===== config.mk =====
export PLATFORM = sky130hd
export DESIGN_NAME = msb_monitor_ctrl
export DESIGN_NICKNAME = d
export VERILOG_FILES = /design/src/include/msb_pkg.sv /design/src/core/msb_monitor_ctrl.sv /design/src/core/msb_debounce.sv
export SDC_FILE = /design/constraint.sdc
export NUM_CORES = 1
export LEC_CHECK = 0
export BUFFER_PORTS_ARGS = -buffer_cell sky130_fd_sc_hd__buf_2
export CORE_ASPECT_RATIO = 0.5
export CORE_MARGIN = 8
export CORE_UTILIZATION = 65
export CTS_BUF_LIST = sky130_fd_sc_hd__clkbuf_8
export DETAILED_ROUTE_END_ITERATION = 16
export PLACE_DENSITY_LB_ADDON = 0.3
export SLEW_MARGIN = 20
export SYNTH_ARGS = -nofsm -noshare
export SYNTH_HDL_FRONTEND = slang
export SYNTH_SLANG_ARGS = --single-unit

===== constraint.sdc =====
create_clock -name sys_clk -period 7 [get_ports sys_clk]
set_input_delay 0.7 -clock sys_clk [delete_from_list [all_inputs] [get_ports sys_clk]]
set_output_delay 0.7 -clock sys_clk [all_outputs]
set_load 0.005 [all_outputs]

===== src/include/msb_pkg.sv =====
// shared constants and carrier types for the studio monitor button controller
// assumes a single 10 MHz system clock; every time is converted here to cycles
package msb_pkg;

	// clock rate and times in their own units
	localparam int unsigned CLK_HZ      = 10_000_000;
	localparam int unsigned ENTER_MS    = 5000;   // setup entry hold
	localparam int unsigned EXIT_MS     = 2000;   // setup exit hold
	localparam int unsigned DEBOUNCE_MS = 10;     // contact settle time
	localparam int unsigned FLASH_MS    = 200;    // half period of a flash
	localparam int unsigned CYC_PER_MS  = CLK_HZ / 1000;

	// derived cycle counts (least times, exact at this rate)
	localparam int unsigned ENTER_CYC    = ENTER_MS * CYC_PER_MS;
	localparam int unsigned EXIT_CYC     = EXIT_MS * CYC_PER_MS;
	localparam int unsigned DEBOUNCE_CYC = DEBOUNCE_MS * CYC_PER_MS;
	localparam int unsigned FLASH_CYC    = FLASH_MS * CYC_PER_MS;

	// counter widths sized for the default counts
	localparam int unsigned HOLD_W  = 26;
	localparam int unsigned FLASH_W = 22;

	// button indices
	localparam int unsigned NSRC    = 4;
	localparam int unsigned NMODED  = 7;
	localparam int unsigned NBTN    = 8;
	localparam int unsigned B_PGM   = 0;
	localparam int unsigned B_AUD   = 1;
	localparam int unsigned B_EXT1  = 2;
	localparam int unsigned B_EXT2  = 3;
	localparam int unsigned B_APFS  = 4;
	localparam int unsigned B_APFH  = 5;
	localparam int unsigned B_SPLIT = 6;
	localparam int unsigned B_TB    = 7;

	// mode codes, stored as mode number minus one
	localparam logic [1:0] MODE_NORMAL = 2'h0;
	localparam logic [1:0] MODE_ON     = 2'h1;
	localparam logic [1:0] MODE_OFF    = 2'h2;
	localparam logic [1:0] MODE_MIX    = 2'h3;
	localparam logic [1:0] SRC_MAX     = 2'h3;
	localparam logic [1:0] AUX_MAX     = 2'h2;

	// flash burst: up to four flashes of two steps, then at least four dark steps
	localparam logic [3:0] FLASH_LAST = 4'hb;

	// values after reset
	localparam logic [3:0] SEL_RST = 4'h1;

	// run or setup
	typedef enum logic {MSB_RUN, MSB_SETUP} msb_phase_t;

	// debounced or raw front-panel buttons, high while pressed
	typedef struct packed {
		logic talkback;
		logic split;
		logic apf_hp;
		logic apf_spk;
		logic ext2;
		logic ext1;
		logic audition_bus_button;
		logic program_bus_button;
	} msb_btn_t;

	// option jumpers, high when fitted
	typedef struct packed {
		logic global_talkback_option;
		logic speaker_talkback_option;
		logic speaker_dim_option;
		logic headphone_dim_option;
	} msb_opt_t;

	// shipped jumper settings
	localparam msb_opt_t OPT_DEFAULT = 4'h6;

	// lamp drives, high for lit
	typedef struct packed {
		logic [1:0] green;
		logic [1:0] red;
		logic       apf_spk;
		logic       apf_hp;
		logic       split;
		logic       mute;
	} msb_lamp_t;

	// audio switching controls
	typedef struct packed {
		logic [3:0] source;
		logic       spk_pfl;
		logic       hp_pfl;
		logic       split_cue;
		logic       spk_src_on;
		logic       spk_src_dim;
		logic       spk_tb_on;
		logic       hp_src_on;
		logic       hp_src_dim;
		logic       hp_tb_on;
		logic       mic_live;
		logic       global_tb;
	} msb_route_t;

endpackage


===== src/core/msb_monitor_ctrl.sv =====
// studio monitor channel: source interlock, button modes, setup, cue and talkback
// assumes one 10 MHz clock, synchronous panel inputs, async active-low reset
`timescale 1ns/1ps
`default_nettype none

// overview: panel buttons pass the debouncer, then one state register
// holds the captured straps, the run or setup phase, the hold and flash
// timers, per-button modes, stored selections and the lamp and route words
// every output changes one cycle after its cause (a debounced button or a mute request), never directly
// limitation: strap changes take effect only after the next reset
// trade-off: modes advance on release so the exit hold changes no mode
// hazard: button timing assumes the debounce window exceeds contact chatter

// What this block does
// - source buttons interlock unless mix mode applies
// - lit source lamp; program/audition green, externals red
// - enter setup after both held five seconds
// - setup lamps flash burst of mode number
// - setup press advances mode, wraps to one
// - both held two seconds leaves setup
// - modes are kept after leaving setup
// - source buttons: normal, on, off, mix
// - mix buttons may stay on together
// - cue and split buttons: normal, on, off
// - split works only with headphone cue
// - speaker cue routes cue channels to speakers
// - headphone cue routes cue channels to headphones
// - live mic lights mute, mutes speakers, closes contacts
// - talkback button routes speaker and headphone talkback per jumpers; global talkback needs no press
// - speaker talkback replaces source, muted with speakers
// - speaker talkback plus dim dims source instead
// - headphone dim dims headphone source under talkback
// - global talkback only with both mutes clear
// - jumper defaults: global off, spk on, dim on, hp off
// - identity link and jumpers read at configuration
module msb_monitor_ctrl #(
	parameter int unsigned ENTER_CYC    = msb_pkg::ENTER_CYC,
	parameter int unsigned EXIT_CYC     = msb_pkg::EXIT_CYC,
	parameter int unsigned DEBOUNCE_CYC = msb_pkg::DEBOUNCE_CYC,
	parameter int unsigned FLASH_CYC    = msb_pkg::FLASH_CYC
) (
	// clock and reset
	input  wire logic               sys_clk,
	input  wire logic               arst_n,
	// front panel buttons, high while pressed
	input  wire msb_pkg::msb_btn_t  button_raw,
	// mute requests from the mic channels
	input  wire logic               studio_mute_req,
	input  wire logic               cr_mute_req,
	// straps
	input  wire msb_pkg::msb_opt_t  jumper_fitted,
	input  wire logic               channel_identity_link,
	// panel lamps
	output msb_pkg::msb_lamp_t      lamp,
	// audio switching controls
	output msb_pkg::msb_route_t     route,
	// status
	output logic                    setup_active,
	output logic                    channel_is_studio
);

	// whole state of the controller
	// one packed word keeps reset and update in a single place
	typedef struct packed {
		logic                         cfg_done;    // straps captured
		msb_pkg::msb_opt_t            opt;         // captured jumpers
		logic                         ident;       // captured identity
		msb_pkg::msb_phase_t          phase;       // run or setup
		logic                         wait_rel;    // hold done, await release
		logic                         combo_seen;  // both held since idle
		logic [msb_pkg::HOLD_W-1:0]   hold;        // hold timer
		logic [msb_pkg::FLASH_W-1:0]  tick;        // flash step timer
		logic [3:0]                   step;        // flash burst position
		logic [msb_pkg::NBTN-1:0]     prev;        // last debounced buttons
		logic [msb_pkg::NMODED-1:0][1:0] mode;     // per-button modes
		logic [msb_pkg::NSRC-1:0]     sel;         // stored source choice
		logic                         apf_spk;     // speaker cue toggle
		logic                         apf_hp;      // headphone cue toggle
		logic                         split;       // split toggle
		msb_pkg::msb_lamp_t           lamp;        // lamp register
		msb_pkg::msb_route_t          route;       // route register
	} msb_st_t;

	msb_st_t s_q;   // registered state
	msb_st_t s_d;   // next state

	// raw pins are never read past this point
	logic [msb_pkg::NBTN-1:0] db;   // debounced buttons

	// debounce every panel button before use
	// one window per button; talkback is debounced as well
	msb_debounce #(
		.W   (msb_pkg::NBTN),
		.CYC (DEBOUNCE_CYC)
	) u_debounce (
		.sys_clk (sys_clk),
		.arst_n  (arst_n),
		.raw     (button_raw),
		.clean   (db)
	);

	// highest mode code of a button
	// talkback has no mode and never reaches this
	function automatic logic [1:0] max_mode(input int unsigned i);
		max_mode = (i < msb_pkg::NSRC) ? msb_pkg::SRC_MAX : msb_pkg::AUX_MAX;
	endfunction

	// effective state of a moded button
	// forced modes override the stored choice; normal and mix follow it
	function automatic logic eff(input logic [1:0] m, input logic s);
		if (m == msb_pkg::MODE_ON) begin
			eff = 1'b1;
		end else if (m == msb_pkg::MODE_OFF) begin
			eff = 1'b0;
		end else begin
			eff = s;
		end
	endfunction

	// lamp lit within the burst: one on-step pair per mode number
	// code m lights m+1 even steps, then the burst rests dark to step 11
	function automatic logic flash_on(input logic [1:0] m, input logic [3:0] st);
		logic [3:0] len;
		len = {1'b0, ({1'b0, m} + 3'h1)} << 1;
		flash_on = (st < len) && !st[0];
	endfunction

	// scratch signals of the next-state logic
	// all are set at the top of the process or on every path
	logic                          both;     // program and audition held
	logic                          idle;     // no moded button held
	logic                          toggle;   // hold time reached
	logic [msb_pkg::HOLD_W-1:0]    hold_lim; // target of the hold timer
	logic [msb_pkg::NBTN-1:0]      rise;     // press edges
	logic [msb_pkg::NBTN-1:0]      fall;     // release edges
	logic [msb_pkg::NSRC-1:0]      src_eff;  // effective sources
	logic [msb_pkg::NMODED-1:0]    fl;       // flash pattern per button
	logic                          apfs_e;   // effective speaker cue
	logic                          apfh_e;   // effective headphone cue
	logic                          split_e;  // effective split
	logic                          mute;     // studio mute active
	logic                          tb;       // talkback pressed
	logic                          spk_tb;   // talkback to speakers
	logic                          glob;     // global talkback live
	msb_pkg::msb_opt_t             opt;      // options in use

	// next-state logic
	always_comb begin
		// untouched fields keep their registered value
		s_d    = s_q;
		both   = db[msb_pkg::B_PGM] & db[msb_pkg::B_AUD];
		idle   = ~|db[msb_pkg::NMODED-1:0];
		// edges come from debounced levels, so chatter cannot double a press
		rise   = db & ~s_q.prev;
		fall   = ~db & s_q.prev;
		toggle = 1'b0;
		s_d.prev = db;

		// straps are taken once, on the first edge after reset
		// later strap changes are ignored until the next reset
		if (!s_q.cfg_done) begin
			s_d.cfg_done = 1'b1;
			s_d.opt      = jumper_fitted;
			s_d.ident    = channel_identity_link;
		end

		// in setup, a two-button hold must not also count as single presses
		// cleared only once every moded button is up again
		if (both) begin
			s_d.combo_seen = 1'b1;
		end else if (idle) begin
			s_d.combo_seen = 1'b0;
		end

		// hold timer; entry and exit need different times
		// wait_rel stops one long hold from toggling twice
		if (s_q.phase == msb_pkg::MSB_SETUP) begin
			hold_lim = msb_pkg::HOLD_W'(EXIT_CYC - 1);
		end else begin
			hold_lim = msb_pkg::HOLD_W'(ENTER_CYC - 1);
		end
		if (!both) begin
			// any release restarts the hold from zero
			s_d.hold     = '0;
			s_d.wait_rel = 1'b0;
		end else if (!s_q.wait_rel) begin
			if (s_q.hold == hold_lim) begin
				toggle       = 1'b1;
				s_d.hold     = '0;
				s_d.wait_rel = 1'b1;
			end else begin
				s_d.hold = s_q.hold + 1'b1;
			end
		end

		// phase machine: run takes presses, setup edits modes
		case (s_q.phase)
			msb_pkg::MSB_RUN: begin
				if (toggle) begin
					// start every burst from its first flash
					s_d.phase = msb_pkg::MSB_SETUP;
					s_d.tick  = '0;
					s_d.step  = '0;
				end else begin
					// source buttons: pressing a normal one drops all others, a mix one drops only the non-mix ones
					// forced-on and forced-off buttons ignore presses here
					for (int unsigned i = 0; i < msb_pkg::NSRC; i++) begin
						if (rise[i] && s_q.mode[i] == msb_pkg::MODE_NORMAL) begin
							s_d.sel    = '0;
							s_d.sel[i] = 1'b1;
						end else if (rise[i] && s_q.mode[i] == msb_pkg::MODE_MIX) begin
							// keep only the other mix buttons alongside
							for (int unsigned j = 0; j < msb_pkg::NSRC; j++) begin
								s_d.sel[j] = s_d.sel[j] && s_q.mode[j] == msb_pkg::MODE_MIX;
							end
							s_d.sel[i] = 1'b1;
						end
					end
					// cue and split buttons toggle in normal mode only
					// a stored toggle survives a forced mode and returns with normal
					if (rise[msb_pkg::B_APFS] && s_q.mode[msb_pkg::B_APFS] == msb_pkg::MODE_NORMAL) begin
						s_d.apf_spk = !s_q.apf_spk;
					end
					if (rise[msb_pkg::B_APFH] && s_q.mode[msb_pkg::B_APFH] == msb_pkg::MODE_NORMAL) begin
						s_d.apf_hp = !s_q.apf_hp;
					end
					if (rise[msb_pkg::B_SPLIT] && s_q.mode[msb_pkg::B_SPLIT] == msb_pkg::MODE_NORMAL) begin
						s_d.split = !s_q.split;
					end
				end
			end
			msb_pkg::MSB_SETUP: begin
				// selection presses are ignored while in setup
				if (toggle) begin
					// modes are left as set; nothing is cleared here
					s_d.phase = msb_pkg::MSB_RUN;
				end else begin
					// flash step timer runs only in setup
					if (s_q.tick == msb_pkg::FLASH_W'(FLASH_CYC - 1)) begin
						s_d.tick = '0;
						if (s_q.step == msb_pkg::FLASH_LAST) begin
							s_d.step = '0;
						end else begin
							s_d.step = s_q.step + 1'b1;
						end
					end else begin
						s_d.tick = s_q.tick + 1'b1;
					end
					// advance on release so the exit hold changes nothing
					for (int unsigned i = 0; i < msb_pkg::NMODED; i++) begin
						if (fall[i] && !s_q.combo_seen) begin
							if (s_q.mode[i] == max_mode(i)) begin
								s_d.mode[i] = msb_pkg::MODE_NORMAL;
							end else begin
								s_d.mode[i] = s_q.mode[i] + 1'b1;
							end
						end
					end
				end
			end
			// unreachable with a one-bit phase; a safe landing only
			default: begin
				s_d.phase = msb_pkg::MSB_RUN;
			end
		endcase

		// effective selections from next stored state and modes
		// using the next state keeps lamps and routing in step
		for (int unsigned i = 0; i < msb_pkg::NSRC; i++) begin
			src_eff[i] = eff(s_d.mode[i], s_d.sel[i]);
		end
		apfs_e  = eff(s_d.mode[msb_pkg::B_APFS], s_d.apf_spk);
		apfh_e  = eff(s_d.mode[msb_pkg::B_APFH], s_d.apf_hp);
		split_e = eff(s_d.mode[msb_pkg::B_SPLIT], s_d.split) & apfh_e;

		// cue routing enables
		s_d.route.source    = src_eff;
		s_d.route.spk_pfl   = apfs_e;
		s_d.route.hp_pfl    = apfh_e;
		s_d.route.split_cue = split_e;

		// talkback and mutes use the captured options
		// the control room mute only gates global talkback
		opt  = s_d.opt;
		mute = studio_mute_req;
		tb   = db[msb_pkg::B_TB];
		spk_tb = tb & opt.speaker_talkback_option;
		glob = opt.global_talkback_option & !mute & !cr_mute_req;

		// speakers: muted by a live mic, talkback replaces or dims
		s_d.route.mic_live    = mute;
		s_d.route.spk_tb_on   = spk_tb & !mute;
		s_d.route.spk_src_on  = !mute && !(spk_tb && !opt.speaker_dim_option);
		s_d.route.spk_src_dim = spk_tb & opt.speaker_dim_option;

		// headphones: talkback follows the speaker option
		s_d.route.hp_tb_on   = spk_tb;
		s_d.route.hp_src_on  = !(spk_tb && !opt.headphone_dim_option);
		s_d.route.hp_src_dim = (spk_tb & opt.headphone_dim_option) | glob;
		s_d.route.global_tb  = glob;

		// lamps: mode bursts in setup, live selection otherwise
		// the mute lamp keeps following the mic even in setup
		for (int unsigned i = 0; i < msb_pkg::NMODED; i++) begin
			fl[i] = flash_on(s_d.mode[i], s_d.step);
		end
		s_d.lamp.mute = mute;
		if (s_d.phase == msb_pkg::MSB_SETUP) begin
			s_d.lamp.green   = fl[msb_pkg::B_AUD:msb_pkg::B_PGM];
			s_d.lamp.red     = fl[msb_pkg::B_EXT2:msb_pkg::B_EXT1];
			s_d.lamp.apf_spk = fl[msb_pkg::B_APFS];
			s_d.lamp.apf_hp  = fl[msb_pkg::B_APFH];
			s_d.lamp.split   = fl[msb_pkg::B_SPLIT];
		end else begin
			s_d.lamp.green   = src_eff[msb_pkg::B_AUD:msb_pkg::B_PGM];
			s_d.lamp.red     = src_eff[msb_pkg::B_EXT2:msb_pkg::B_EXT1];
			s_d.lamp.apf_spk = apfs_e;
			s_d.lamp.apf_hp  = apfh_e;
			s_d.lamp.split   = split_e;
		end
	end

	// state register; straps are not sampled here, only constants
	// options start at the shipped defaults until the first edge
	always_ff @(posedge sys_clk or negedge arst_n) begin
		if (!arst_n) begin
			s_q       <= '0;
			s_q.opt   <= msb_pkg::OPT_DEFAULT;
			s_q.sel   <= msb_pkg::SEL_RST;
			s_q.phase <= msb_pkg::MSB_RUN;
		end else begin
			s_q <= s_d;
		end
	end

	// outputs straight from the state register
	// a one-bit compare is the only logic after the register
	assign lamp              = s_q.lamp;
	assign route             = s_q.route;
	assign setup_active      = (s_q.phase == msb_pkg::MSB_SETUP);
	assign channel_is_studio = s_q.ident;

endmodule // msb_monitor_ctrl

`default_nettype wire


===== src/core/msb_debounce.sv =====
// per-bit debouncer for the front-panel buttons
// assumes raw inputs already synchronous to sys_clk
`timescale 1ns/1ps
`default_nettype none

module msb_debounce #(
	parameter int unsigned W   = 8,
	parameter int unsigned CYC = msb_pkg::DEBOUNCE_CYC
) (
	// clock and reset
	input  wire logic         sys_clk,
	input  wire logic         arst_n,
	// buttons
	input  wire logic [W-1:0] raw,
	output logic      [W-1:0] clean
);

	localparam int unsigned CW = $clog2(CYC + 1);

	// whole state: settled levels and per-bit disagreement counters
	typedef struct packed {
		logic [W-1:0]         clean;
		logic [W-1:0][CW-1:0] cnt;
	} msb_db_st_t;

	msb_db_st_t s_q;    // registered state
	msb_db_st_t s_d;    // next state
	logic [W-1:0]         clean_nx;
	logic [W-1:0][CW-1:0] cnt_nx;

	// each bit must disagree for a full window before it is accepted
	for (genvar i = 0; i < W; i++) begin : g_bit
		always_comb begin
			clean_nx[i] = s_q.clean[i];
			cnt_nx[i]   = '0;
			if (raw[i] != s_q.clean[i]) begin
				if (s_q.cnt[i] == CW'(CYC - 1)) begin
					clean_nx[i] = raw[i];
				end else begin
					cnt_nx[i] = s_q.cnt[i] + 1'b1;
				end
			end
		end
	end

	// gather per-bit results
	always_comb begin
		s_d.clean = clean_nx;
		s_d.cnt   = cnt_nx;
	end

	// state register
	always_ff @(posedge sys_clk or negedge arst_n) begin
		if (!arst_n) begin
			s_q <= '0;
		end else begin
			s_q <= s_d;
		end
	end

	assign clean = s_q.clean;

endmodule // msb_debounce

`default_nettype wire


# Yosys cells after proc, flatten, opt, wreduce, memory -nomap -nowiden
# Index checks and enable logic that the tools add are counted.
dict set report word_totals {
  regBits 255
  inputBits 17
  out_inout_bits 25
  wordCells 302
}
dict set report op_classes {
  addsub 25
  order_cmp 7
  eq_ne 44
  muxes 87
  bitwise 14
  n_reduce_logical 68
}
# op count
set op_table {}
lappend op_table {{$mux 17} 16}
lappend op_table {{$mux 26} 6}
lappend op_table {{$add 17x1->17 const B} 8}
lappend op_table {{$eq 17x17->1 const B} 8}
lappend op_table {{$mux 4} 16}
lappend op_table {{$pmux 26 s2} 1}
lappend op_table {{$logic_and 1x1->1} 40}
lappend op_table {{$eq 2x2->1 const B} 14}
lappend op_table {{$lt 4x4->1} 7}
lappend op_table {{$mux 14} 2}
lappend op_table {{$mux 2} 14}
lappend op_table {{$add 26x1->26 const B} 1}
lappend op_table {{$eq 26x26->1} 1}
lappend op_table {{$mux 1} 26}
lappend op_table {{$add 22x1->22 const B} 1}
lappend op_table {{$eq 22x21->1 const B} 1}
lappend op_table {{$mux 22} 1}
lappend op_table {{$add 2x1->3 const B} 7}
lappend op_table {{$mux 7} 3}
lappend op_table {{$reduce_and 2->1} 9}
lappend op_table {{$add 2x1->2 const B} 7}
lappend op_table {{$and 7x7->7} 2}
lappend op_table {{$eq 2x1->1 const B} 7}
lappend op_table {{$logic_not 2->1} 7}
lappend op_table {{12 further kinds} 40}

# Depth between registers and ports, before layout
dict set report logic_depth {
  ltp_word 26
  ltp_mapped 14
  ltp_nobuf 13
}

# Cells and area by module
# Synthesis repeated with hierarchy kept, for this count alone.
dict set report hier_totals {
  cells_unflattened 1414
  hier_area_um2 13606.8
}
# mod instances cells_per_inst area_per_inst_um2 seq_area_each_um2
set modules_own_cells {}
lappend modules_own_cells {msb_debounce 1 730 7279.5 3603.5}
lappend modules_own_cells {msb_monitor_ctrl 1 684 6327.3 2781.4}

# Worst setup path before layout
# No wires, ideal clock.
dict set report synth_path {
  kind {reg-to-reg}
  start {register s_q[78] (netlist bit)}
  end {register s_q (netlist bit lamp[1])}
  setup_time_ns 0.101
  arrival_time_ns 2.997
  t_required_ns 6.899
  setup_slack_ns 3.902
  stages_incl_launch_ff 11
  path_buffers 0
  period_less_slack_ns 3.098
  cell_sequence {dfrtp_1 ha_1 nand3_1 nor4_4 nand4_4 nand3_2 o21ai_0 a21boi_0 ha_1 a21o_1 o32ai_1}
}
# item line
set synth_rtl {}
lappend synth_rtl {{start, declared} msb_monitor_ctrl.sv:84} ;# msb_st_t s_q;

==> results.yml <==
timing:
  fin_skew_ns: 0.0397
  hold_violations: 0
  worst_slack_ns: 3.40
  tightestPinTransition_ns: 1.04
  slew_violations: 0
  final.min_clock_period_ns: 3.60
  period_share_pct: 51.4
  setup_viol: 0
  rsz0062_at_grt: "false"
  clock.fmax_ghz: 0.278
  slew_headroom_pct: 30.9
  setup_tns_ns: 0
synthesis:
  syn-instance-count: 1353
  synth.cell_area_um2: 13100
  yosysWarningCount: 0
  syn_nets: 1424
  async_flop_share_pct: 100
  ys_seq_area_share_pct: 48.9
  synth.distinct_cells: 65
  yosys_register_bits: 255
  ys.flop_type: "dfrtp_1"
  synth-edff-count: 0
  synth_area_per_cell_um2: 9.66
worst_setup_path:
  crit_family: "simple AND/OR/NAND/NOR gates"
  cp_data_required_time_ns: 7.42
  slowest_stage: "a21boi_1"
  cpMostUsedCell: "ha_1"
  path_class: "reg -> reg"
  reg2reg_from: "s_q[78]"
  cp-end-kind: "register"
  cp-start-kind: "register"
  r2r_end: "lamp[1]"
  critPathMaxFanout: 9
  critPathMaxStageDelay_ns: 0.63
  rr_worst_depth: 10
  arrival_ns: 4.01
  path_buf_inv: 0
  crit_chain: "ha_1 -> nand3_1 -> nor4_4 -> nand4_4 -> nand3_2 -> o21ai_0 -> a21boi_1 -> ha_1 -> a21o_1 -> o32ai_1"
  r2r_slack_ns: 3.40
clocking:
  path_clk_slew_ns: 0.06
  cts_tree: "done"
  clock_latency_ns: 0.55
  cts_root_buf: "clkbuf_8"
  clkSinkCount: 255
  cts_setup_buffers: 0
  cts_buffer_depth: 3
  cts_resized: 0
  ctsHoldBuffers: 0
  htreeDepth: 2
  cts_buffers: 38
cells_and_area:
  layout-drive-gt1-share_pct: 9.50
  fin_area_um2: 14200
  nets: 1456
  area_growth_pct: 8.43
  antenna_cells: 0
flow_run:
  drv_cap: 0
pwr:
  p_leak_nw: 6.59
  peakVddDrop_mv: 0.171
  power_per_cell_area_nw_per_um2: 216
  power_mw: 3.06
floorplanning:
  rows: 36
  dieArea_um2: 25200
  die_h_um: 116
  start_util_pct: 66.7
  coreArea_um2: 19600
  ios: 42
  fp.dieW_um: 217
drt:
  drc: 0
  vias: 9672
  drtAntennaViolNets: 0
  dr.pass1.iters: 6
  viasPerCell: 5.77
  drt_iter0_drc: 677
  routed_wl_mm: 25.7
  routedWlPerCell_um: 15.3
grt:
  grtUsageMet2_pct: 36.3
  grt_pass1_vias: 9773
  use_met1_pct: 26.8
  grt_overflow: 0
  busiest_layer: "met2"
  antenna_found_initial: 0
  grt_start_max_net_pins: 180
  grtUsageMet3_pct: 4.24
  grtUsageTotal_pct: 20.9
  grt_pass1_wl_mm: 44.8
placement:
  hpwl_mm: 16.9
  placed_area_um2: 13300
  place.gp.congestion: 0.868
  pre_cts_ws_ns: 3.18
  portBuffers: 41
status:
  status: "finished clean"
hold_path:
  hold_path.class: "in -> async"
## per-layer routing
| layer | vias to the layer above | routed length [µm] |
|---|---|---|
| li1 | 4653 | - |
| met1 | 4737 | 11700 |
| met2 | 230 | 12300 |
| met3 | 52 | 1240 |
| met4 | 0 | 493 |
| met5 | - | 0 |
## cell usage after synthesis, drive strengths merged, types with 18 or more instances
| library cell | count | area, µm² |
|---|---|---|
| and3 | 25 | 156 |
| nor3 | 30 | 155 |
| clkbuf | 21 | 78.8 |
| xor2 | 89 | 780 |
| nand2 | 134 | 503 |
| ha | 54 | 676 |
| o31ai | 18 | 140 |
| inv | 63 | 236 |
| a21oi | 23 | 119 |
| nand3 | 76 | 385 |
| nand4 | 37 | 246 |
| dfrtp | 252 | 6310 |
| buf | 32 | 238 |
| o21ai | 68 | 340 |
| xnor2 | 49 | 429 |
| nor2 | 209 | 785 |
## worst max path at each step
stage                 start       to  slack [ns]  cells past startpoint
floorplan           s_q[78]  lamp[1]        3.90                     10
global placement    s_q[78]  lamp[1]        3.37                     10
detailed placement  s_q[78]  lamp[1]        3.18                     10
CTS                 s_q[78]  lamp[1]        3.15                     10
global route        s_q[78]  lamp[1]        3.10                     10
finish              s_q[78]  lamp[1]        3.40                     10
## report_power, final
group	internal, mW	total [mW]	switching [mW]
logic	0.0693	0.180	0.110
registers	1.53	1.57	0.0382
clock network	0.728	1.31	0.583
## final cells by class
cell class | instances | area, µm²
Multi-Input combinational cell | 982 | 6130
Inverter | 63 | 236
Clock inverter | 18 | 156
Timing Repair Buffer | 45 | 265
Tap cell | 266 | 333
Clock buffer | 48 | 661
Fill cell | 1439 | 5430
Sequential cell | 255 | 6380
## placed cells by master, fill, tap and decap left out, drive strengths merged, types with 14 or more instances in the layout
cell | synthesis | final
a21o | 17 | 17
a21oi | 23 | 23
nand2 | 134 | 134
o21ai | 68 | 68
xor2 | 89 | 89
clkbuf | 21 | 48
inv | 63 | 74
xnor2 | 49 | 49
o31ai | 18 | 18
nor2 | 209 | 209
mux2i | 17 | 17
buf | 32 | 45
dfrtp | 252 | 252
and3 | 25 | 25
nand3 | 76 | 76
nor2b | 15 | 15
nor3 | 30 | 30
ha | 54 | 54
nand4 | 37 | 37
nor4 | 14 | 14
## per-stage QoR
stage | hold WS (ns) | utilization [%] | instances
final | 0.128 | 72.3 | 1677
after global routing | 0.154 | 72.3 | 1677
after CTS | 0.134 | 72.2 | 1676
after detailed placement | 0.460 | 68.1 | 1610
after global placement | 0.462 | 68.1 | 1610
after floorplan | 0.352 | - | 1353
## kinds of logic (layout without fill, tap and decap cells)
logic type	after synthesis	in the layout	share of synthesized area (%)
buffers and inverters	116	174	4.23
muxes	28	28	2.28
DFF	255	255	48.9
and+or+nand+nor	607	607	22.6
other	1	1	0.0287
xor gates and xnor gates	138	138	9.25
AOI/OAI and AO/OA	154	154	7.59
adders and majority gates	54	54	5.17
## flip-flops by register name, indices dropped and copies added, names as in the netlist
register,flops
s_q,87
u_debounce.clean,8
u_debounce.s_q,136
channel_is_studio,1
setup_active,1
lamp,7
route,15
(Power assumes the default switching activity.)
